## config.mk

```make
export PLATFORM = sky130hd
export DESIGN_NAME = adc_seq
export DESIGN_NICKNAME = d
export VERILOG_FILES = /design/src/common/adc_seq_pkg.sv /design/src/adc_seq.sv
export SDC_FILE = /design/constraint.sdc
export NUM_CORES = 1
export LEC_CHECK = 0
export BUFFER_PORTS_ARGS = -buffer_cell sky130_fd_sc_hd__buf_2
export CORE_UTILIZATION = 61
export DETAILED_ROUTE_END_ITERATION = 12
export GPL_ROUTABILITY_DRIVEN = 0
export PLACE_DENSITY = 0.84
export SLEW_MARGIN = 20
export SYNTH_ARGS = -nofsm -noshare
export SYNTH_HDL_FRONTEND = slang
export SYNTH_SLANG_ARGS = --single-unit
```

## constraint.sdc

```tcl
create_clock -name i_ref_clk -period 4.4 [get_ports i_ref_clk]
set_input_delay 0.88 -clock i_ref_clk [delete_from_list [all_inputs] [get_ports i_ref_clk]]
set_output_delay 0.88 -clock i_ref_clk [all_outputs]
set_load 0.005 [all_outputs]
```

## src/common/adc_seq_pkg.sv

```systemverilog
// Constants and carriers for the simultaneous-sampling converter sequencer.
// Assumes a single 250 MHz clock domain; all strobes arrive asynchronously.
package adc_seq_pkg;
  localparam int          CLK_PERIOD_PS    = 4000;
  localparam int          CONV_TIME_NS     = 3000;
  localparam int          CONV_CYCLES      = (CONV_TIME_NS * 1000)
                                             / CLK_PERIOD_PS;
  localparam int          RESULT_W         = 14;
  localparam int          NUM_CH           = 4;
  localparam int          MODE_W           = 4;
  localparam int          MODE_PD_BIT      = 3;
  localparam int          MODE_BANK_BIT    = 2;
  localparam int          MODE_CNT_LSB     = 0;
  localparam logic [3:0]  MODE_RESET       = 4'h0;

  // Mode settings decoded from the four mode code bits.
  typedef struct packed {
    logic       power_down;
    logic       bank_b;
    logic [1:0] count_m1;
  } mode_t;

  // Sampled-data word from the analog front end.
  typedef struct packed {
    logic [RESULT_W-1:0] value;
  } sample_t;

  typedef enum logic [1:0] {
    ST_IDLE    = 2'b00,
    ST_CONVERT = 2'b01
  } seq_state_t;

  // Unpack a mode code into its fields.
  function automatic mode_t decode_mode(input logic [MODE_W-1:0] code);
    mode_t m;
    m.power_down = code[MODE_PD_BIT];
    m.bank_b     = code[MODE_BANK_BIT];
    m.count_m1   = code[MODE_CNT_LSB +: 2];
    return m;
  endfunction
endpackage

```

## src/adc_seq.sv

```systemverilog
// Sequencer, result memory and parallel interface of a four-channel
// simultaneous-sampling converter.
// Assumes the analog core delivers a finished result on i_conv_data when
// this block pulses o_conv_start and waits the conversion time.

// What this block does
// - A conversion sequence starts on the rising edge of sample start.
// - At that edge all four track/holds of the chosen bank go to hold.
// - Start edges are ignored until the last channel has converted.
// - Each channel converts in 3 us and lands in a 4x14 result memory.
// - One to four channels are converted from either of two banks.
// - All timing comes from the clock, the start strobe and the mode.
// - After the last conversion interrupt goes low and holds release.
// - Results are read in fixed order, channel one first.
// - After all programmed channels are read the pointer wraps to one.
// - Chip select may stay low across many reads, one result per read.
// - Results sit on bits 13..0; the low four bits carry the mode code.
// - Mode bit 3 is power-down, bit 2 bank, bits 1..0 count minus one.
// - The mode code latches on write strobe or chip select rising.
// - First read fall clears interrupt; each read rise moves pointer.
// - With chip select high read and write strobes are ignored and bus floats; start is not.
module adc_seq
  import adc_seq_pkg::*;
#(
  parameter int CONV_CYC = adc_seq_pkg::CONV_CYCLES
) (
  input  wire logic                         i_ref_clk,
  input  wire logic                         i_reset,
  input  wire logic                         i_sample_start_n,
  input  wire logic                         i_cs_n,
  input  wire logic                         i_rd_n,
  input  wire logic                         i_wr_n,
  input  wire logic [adc_seq_pkg::RESULT_W-1:0] i_result_bus,
  input  wire adc_seq_pkg::sample_t         i_conv_data,
  output logic [adc_seq_pkg::RESULT_W-1:0]  o_result_bus,
  output logic                              o_result_bus_oe,
  output logic                              o_int_n,
  output logic [adc_seq_pkg::NUM_CH-1:0]    o_hold,
  output logic                              o_bank_b,
  output logic                              o_power_down,
  output logic                              o_conv_start,
  output logic [1:0]                        o_conv_channel
);
  import adc_seq_pkg::*;

  // The slot timer is sixteen bits, so longer slots cannot be counted.
  if (CONV_CYC < 1 || CONV_CYC > 65535) begin : gen_conv_cyc_check
    $error("CONV_CYC out of range");
  end

  // Two-flop synchronisers; the first stage feeds only the second.
  logic [3:0] meta_reg;
  logic [3:0] sync_reg;
  logic [3:0] prev_reg;
  always_ff @(posedge i_ref_clk or posedge i_reset) begin
    if (i_reset) begin
      meta_reg <= 4'hF;
      sync_reg <= 4'hF;
      prev_reg <= 4'hF;
    end else begin
      meta_reg <= {i_sample_start_n, i_cs_n, i_rd_n, i_wr_n};
      sync_reg <= meta_reg;
      prev_reg <= sync_reg;
    end
  end

  logic st_s;
  logic cs_s;
  logic rd_s;
  logic wr_s;
  logic st_p;
  logic cs_p;
  logic rd_p;
  logic wr_p;
  assign {st_s, cs_s, rd_s, wr_s} = sync_reg;
  assign {st_p, cs_p, rd_p, wr_p} = prev_reg;

  // Read and write edges qualified by chip select, so a high select masks them; start is not.
  logic start_rise;
  logic rd_fall;
  logic rd_rise;
  logic wr_latch;
  assign start_rise = st_s & ~st_p;
  assign rd_fall    = ~cs_p & ~cs_s & rd_p & ~rd_s;
  assign rd_rise    = ~cs_p & ~rd_p & rd_s;
  // Latch on whichever of write or select rises first while both were low.
  assign wr_latch   = ~cs_p & ~wr_p & (wr_s | cs_s);

  // The code bits are held stable around the strobe by setup and hold.
  logic [MODE_W-1:0] mode_reg;
  always_ff @(posedge i_ref_clk or posedge i_reset) begin
    if (i_reset) begin
      mode_reg <= MODE_RESET;
    end else if (wr_latch) begin
      mode_reg <= i_result_bus[MODE_W-1:0];
    end
  end

  // The code moves only on a qualified latch event, and then to the bus.
  AST_MODE_LATCH: assert property (
    @(posedge i_ref_clk) disable iff (i_reset)
    wr_latch
      |=> mode_reg == $past(i_result_bus[MODE_W-1:0]))
    else $error("mode not latched");
  AST_MODE_HOLD: assert property (
    @(posedge i_ref_clk) disable iff (i_reset)
    !wr_latch
      |=> $stable(mode_reg))
    else $error("mode moved without a latch");

  mode_t mode;
  assign mode = decode_mode(mode_reg);

  // Conversion sequencer.
  seq_state_t        state_reg;
  logic [15:0]       cyc_reg;
  logic [1:0]        ch_reg;
  logic [1:0]        last_reg;
  logic              done_pulse;
  assign done_pulse = (state_reg == ST_CONVERT) &&
                      (cyc_reg == 16'(CONV_CYC - 1)) && (ch_reg == last_reg);

  always_ff @(posedge i_ref_clk or posedge i_reset) begin
    if (i_reset) begin
      state_reg      <= ST_IDLE;
      cyc_reg        <= 16'h0000;
      ch_reg         <= 2'h0;
      last_reg       <= 2'h0;
      o_hold         <= 4'h0;
      o_bank_b       <= 1'b0;
      o_conv_start   <= 1'b0;
      o_conv_channel <= 2'h0;
    end else begin
      o_conv_start <= 1'b0;
      unique case (state_reg)
        ST_IDLE: begin
          // Power-down keeps the start edge from launching anything.
          if (start_rise && !mode.power_down) begin
            state_reg      <= ST_CONVERT;
            o_hold         <= 4'hF;
            o_bank_b       <= mode.bank_b;
            last_reg       <= mode.count_m1;
            ch_reg         <= 2'h0;
            cyc_reg        <= 16'h0000;
            o_conv_start   <= 1'b1;
            o_conv_channel <= 2'h0;
          end
        end
        ST_CONVERT: begin
          // Start edges are simply not looked at in this state.
          if (cyc_reg == 16'(CONV_CYC - 1)) begin
            cyc_reg <= 16'h0000;
            if (ch_reg == last_reg) begin
              state_reg <= ST_IDLE;
              o_hold    <= 4'h0;
            end else begin
              ch_reg         <= ch_reg + 2'h1;
              o_conv_start   <= 1'b1;
              o_conv_channel <= ch_reg + 2'h1;
            end
          end else begin
            cyc_reg <= cyc_reg + 16'h0001;
          end
        end
        default: state_reg <= ST_IDLE;
      endcase
    end
  end

  // Sequencer checks: start, hold, slot timing and refused starts.
  AST_HOLD_ON_START: assert property (
    @(posedge i_ref_clk) disable iff (i_reset)
    (state_reg == ST_IDLE && start_rise && !mode.power_down)
      |=> o_hold == 4'hF)
    else $error("hold not set at start");
  AST_START_GO: assert property (
    @(posedge i_ref_clk) disable iff (i_reset)
    (state_reg == ST_IDLE && start_rise && !mode.power_down)
      |=> state_reg == ST_CONVERT)
    else $error("start missed");
  AST_IGNORE_START: assert property (
    @(posedge i_ref_clk) disable iff (i_reset)
    (state_reg == ST_CONVERT && start_rise && !done_pulse)
      |=> (state_reg == ST_CONVERT && $stable(last_reg) && $stable(o_bank_b)
           && (cyc_reg != 16'h0000 || $past(cyc_reg) == 16'(CONV_CYC - 1))))
    else $error("restart in sequence");
  AST_CONV_TIME: assert property (
    @(posedge i_ref_clk) disable iff (i_reset)
    o_conv_start
      |-> (state_reg == ST_CONVERT && cyc_reg == 16'h0000))
    else $error("channel timer wrong");
  AST_SLOT_NEXT: assert property (
    @(posedge i_ref_clk) disable iff (i_reset)
    (state_reg == ST_CONVERT && cyc_reg == 16'(CONV_CYC - 1) && !done_pulse)
      |=> (o_conv_start && o_conv_channel == $past(ch_reg) + 2'h1))
    else $error("next channel not launched");
  AST_PD_BLOCK: assert property (
    @(posedge i_ref_clk) disable iff (i_reset)
    (state_reg == ST_IDLE && mode.power_down)
      |=> (state_reg == ST_IDLE && !o_conv_start))
    else $error("start taken in power-down");
  AST_HOLD_STAYS: assert property (
    @(posedge i_ref_clk) disable iff (i_reset)
    state_reg == ST_CONVERT
      |-> o_hold == 4'hF)
    else $error("hold dropped mid sequence");

  // Result memory, written at the end of each channel's conversion time.
  logic [RESULT_W-1:0] mem [NUM_CH];
  always_ff @(posedge i_ref_clk) begin
    if (state_reg == ST_CONVERT && cyc_reg == 16'(CONV_CYC - 1)) begin
      mem[ch_reg] <= i_conv_data.value;
    end
  end

  // Programmed count captured at start, used to wrap the read pointer.
  logic [1:0] rd_ptr_reg;
  always_ff @(posedge i_ref_clk or posedge i_reset) begin
    if (i_reset) begin
      rd_ptr_reg <= 2'h0;
    end else if (done_pulse) begin
      rd_ptr_reg <= 2'h0;
    end else if (rd_rise) begin
      if (rd_ptr_reg == last_reg) begin
        rd_ptr_reg <= 2'h0;
      end else begin
        rd_ptr_reg <= rd_ptr_reg + 2'h1;
      end
    end
  end

  // Pointer checks: first word, step, wrap, and no motion without a read.
  AST_PTR_FIRST: assert property (
    @(posedge i_ref_clk) disable iff (i_reset)
    done_pulse
      |=> rd_ptr_reg == 2'h0)
    else $error("not channel one");
  AST_PTR_WRAP: assert property (
    @(posedge i_ref_clk) disable iff (i_reset)
    (rd_rise && !done_pulse && rd_ptr_reg == last_reg)
      |=> rd_ptr_reg == 2'h0)
    else $error("pointer no wrap");
  AST_PTR_STEP: assert property (
    @(posedge i_ref_clk) disable iff (i_reset)
    (rd_rise && !done_pulse && rd_ptr_reg != last_reg)
      |=> rd_ptr_reg == $past(rd_ptr_reg) + 2'h1)
    else $error("pointer did not step");
  AST_PTR_STILL: assert property (
    @(posedge i_ref_clk) disable iff (i_reset)
    (!rd_rise && !done_pulse)
      |=> $stable(rd_ptr_reg))
    else $error("pointer moved without a read");
  AST_CS_MASK: assert property (
    @(posedge i_ref_clk) disable iff (i_reset)
    (cs_p && cs_s)
      |-> !(rd_rise || rd_fall || wr_latch))
    else $error("strobe taken while deselected");

  // Interrupt: a completion in the same cycle as a read fall wins.
  always_ff @(posedge i_ref_clk or posedge i_reset) begin
    if (i_reset) begin
      o_int_n <= 1'b1;
    end else if (done_pulse) begin
      o_int_n <= 1'b0;
    end else if (rd_fall) begin
      o_int_n <= 1'b1;
    end
  end

  // Interrupt checks: low at completion, high again only on a read fall.
  AST_INT_DONE: assert property (
    @(posedge i_ref_clk) disable iff (i_reset)
    done_pulse
      |=> (!o_int_n && o_hold == 4'h0))
    else $error("no interrupt at end");
  AST_INT_CLEAR: assert property (
    @(posedge i_ref_clk) disable iff (i_reset)
    (rd_fall && !done_pulse)
      |=> o_int_n)
    else $error("int not cleared");
  AST_INT_STAYS: assert property (
    @(posedge i_ref_clk) disable iff (i_reset)
    (!o_int_n && !rd_fall)
      |=> !o_int_n)
    else $error("int released without a read");

  // Bus drive: only while select and read are both low.
  always_ff @(posedge i_ref_clk or posedge i_reset) begin
    if (i_reset) begin
      o_result_bus    <= '0;
      o_result_bus_oe <= 1'b0;
      o_power_down    <= 1'b0;
    end else begin
      o_result_bus_oe <= ~cs_s & ~rd_s;
      o_result_bus    <= mem[rd_ptr_reg];
      o_power_down    <= mode.power_down;
    end
  end

  // Bus checks: float while deselected, drive while selected and reading.
  AST_CS_FLOAT: assert property (
    @(posedge i_ref_clk) disable iff (i_reset)
    cs_s
      |=> !o_result_bus_oe)
    else $error("bus driven deselected");
  AST_OE_READ: assert property (
    @(posedge i_ref_clk) disable iff (i_reset)
    (!cs_s && !rd_s)
      |=> o_result_bus_oe)
    else $error("bus not driven on read");
endmodule

```

==> results by group <==
Status
  – Status: finished clean

Timing
  – Final min period: between 2000 and 3000 ps
  – Clock skew: around 8.5 ps
  – Hold Violations, Final: 0
  – Slew HR: 0.456
  – Max Fclk: 387 MHz
  – Worst slew pin tran: around 800 ps
  – Final slew viol count: 0
  – Fin crit share: 0.587
  – RSZ-0062 raised after global routing: false
  – Final setup viols: 0
  – Fin Setup TNS: 0 ps

Floorplanning
  – Die height: 87.3 um
  – FP Rows: 30
  – Core Region: just under 7000 um^2
  – I/O pin total: 59
  – Die width: 87.3 um
  – Die area: 7620 um^2
  – Initial Util: 0.642

Final layout
  – Nets: approximately 380
  – Largest register FFs: 56
  – Fillers: 408
  – N_diodes: 0
  – Final instance area: 5360 um^2
  – Area growth syn-to-layout: 20.8%
  – Layout cells sized above 1: 0.329

Setup path
  – Req. time, crit path: 4540 ps
  – Worst Path Max Fanout: 14
  – Endpoint class of the critical path: flop
  – Crit path DAT: about 2700 ps
  – Crit-path slowest cell: and3_1
  – Critical path class: flop to flop
  – Critical Path, Cell by Cell: inv_1 > ha_1 > nor4b_1 > and4_1 > and3_1
  – Critical R2R Capture: mem[0][4]$_DFFE_PP_
  – Critical Path Max Stage Delay: 740 ps
  – R2R Setup Slk: 1820 ps
  – Startpoint Class: flop
  – R2R depth: 5
  – R2r startpoint: cyc_reg[1]$_DFFE_PP0P_

Route
  – DRC errors left: 0
  – Via count: between 2,000 and 3,000
  – Initial drt markers: around 210
  – DRT Wirelength: between 8000 and 9000 um
  – Routed vias/inst: 5.94
  – WL per Instance: roughly 18 um
  – Drt pass-1 iters: 5
  – Routed Antenna Nets: 0

Clocking
  – Cts repair resizes: 0
  – Clock Tree Root: clkbuf_8
  – TritonCTS clock tree: built
  – # hold bufs at CTS: 0
  – Clock Path Buffers: 2
  – CTS clk-pin slew, worst paths: roughly 60 ps
  – CTS Buf Count: 17
  – H-tree depth: 4
  – # Post-CTS Setup Buffers: 0
  – Clk sinks: around 110
  – Clock Latency Late Sink: around 510 ps

Synthesis
  – Post-synth EDFFs: 56
  – Synth top area cells: edfxtp_1 (38%), dfrtp_1 (25%), dfstp_2 (7.7%)
  – Fraction of registers with async set/reset: 0.509
  – Top cell type's share of synthesized area: 0.379
  – Syn_nets: between 300 and 400
  – Count leader, synth: edfxtp_1
  – Post-synth top cells: edfxtp_1 (56), dfrtp_1 (45), nand2_1 (29)
  – Post-synthesis register bit count: between 100 and 150
  – Syn avg cell area: 15.5 um^2
  – Ys flop type: edfxtp_1
  – Cell Area, Synth: approximately 4400 um^2
  – Synth cell types: 50
  – Seq/Total Area, Yosys: 0.710
  – Post-Syn Instances: 286
  – Yosys warns: 0
  – Synth area leader: edfxtp_1

Power and ir drop
  – Leakage: between 2 and 2.5 nW
  – Pwr/cell area: approximately 570 nW/um^2
  – VDD IR max: between 0.5 and 0.6 mV
  – PnR Total Power: between 3 and 4 mW

Place
  – Final HPWL DP: between 4000 and 5000 um
  – Area post-placement: about 4700 um^2
  – Buffers on Ports: 48

GRT
  – Initial antenna violation count: 0
  – Largest net degree at the start of global routing: between 50 and 60
  – First-pass GRT wire length: 13,100 um
  – GR Overflow Total: 0
  – Vias in the first global route: around 2,600
  – Total global-route track usage: 0.246

Worst hold path
  – Min-delay src: meta_reg[3]$_DFF_PP1_
  – Hold path cells: 0
  – Hold Crit Class: flop to flop
  – Hold Path End: sync_reg[3]$_DFF_PP1_

Run
  – Max-cap violations: 0
## critical path, delay by kind of cell, from the launching register on
| family | cells | cell delay (ps) |
|---|---|---|
| AND/OR/NAND/NOR | 3 | 1560 |
| buffers and inverters | 1 | 90 |
| flip-flops | 1 | 420 |
| adder cells (fa/ha/maj) | 1 | 140 |
## final cells by class
cell class | instances | area, um^2 | area share
tap | 96 | 120 | 0.0224
clock buffer | 17 | 414 | 0.0773
sequential | 114 | 3150 | 0.588
inverter | 8 | 32.5 | 0.00607
multi-input combinational | 152 | 1180 | 0.221
timing repair buffer | 50 | 255 | 0.0476
clock inverter | 15 | 203 | 0.0378
## power breakdown
group	internal [mW]	switching, mW	total [mW]
sequential	1.21	0.126	1.34
combinational	0.163	0.118	0.281
clock	0.924	0.491	1.41
## how the worst max path moves through the flow
| stage | start | endpoint |
|---|---|---|
| 4_1_cts | cyc_reg[1]$_DFFE_PP0P_ | mem[2][6]$_DFFE_PP_ |
| 2_1_floorplan | i_reset | ch_reg[0]$_DFFE_PP0P_ |
| 3_3_place_gp | cyc_reg[1]$_DFFE_PP0P_ | mem[1][9]$_DFFE_PP_ |
| 3_5_place_dp | cyc_reg[1]$_DFFE_PP0P_ | mem[0][9]$_DFFE_PP_ |
| 5_1_grt | cyc_reg[1]$_DFFE_PP0P_ | mem[0][6]$_DFFE_PP_ |
| 6_report | cyc_reg[1]$_DFFE_PP0P_ | mem[0][4]$_DFFE_PP_ |
## kinds of logic (layout without fill, tap and decap cells)
logic type,count (synthesis),count (layout),synth area share
flops,114,114,0.710
simple gates,87,87,0.106
buf+inv,20,90,0.0228
xor+xnor,4,4,0.00790
fa+ha+maj,6,6,0.0169
mux,20,20,0.0858
compound gates,35,35,0.0505
## per-layer routing
layer | vias to the layer above | part of all wire | global-route usage
met4 | 0 | 0.013 | 0.104
li1 | 1207 | - | -
met1 | 1347 | 0.42 | 0.311
met2 | 116 | 0.52 | 0.403
met5 | - | 0 | 0
met3 | 14 | 0.055 | 0.0682
## stage by stage
stage / setup WS, ps / hold WS, ps / utilization / std cells
after floorplan: 2110 / 345 / - / 286
after global placement: 1940 / 346 / 0.687 / 420
after detailed placement: 1840 / 347 / 0.687 / 420
after CTS: 1840 / 355 / 0.776 / 452
after global routing: 1650 / 355 / 0.776 / 452
final: 1820 / 355 / 0.776 / 452
## layout by cell type, fill, tap and decap left out, types with 3 or more instances in the layout
cell type	netlist	final
clkinv_4	0	3
bufinv_16	0	4
nand2b_1	3	3
nand4_1	3	3
inv_6	0	4
nor2_1	11	11
a31oi_1	8	8
buf_2	1	48
mux2_1	4	4
nand2_1	29	29
a21oi_1	8	8
clkbuf_16	0	16
edfxtp_1	56	56
inv_1	7	6
and3_1	5	5
nand3_1	11	11
o21ai_1	4	4
dfstp_2	13	13
ha_1	6	6
mux4_2	14	14
dfrtp_1	45	44
nor4_1	4	4
nor3_1	5	5
(Power assumes the default switching activity.)
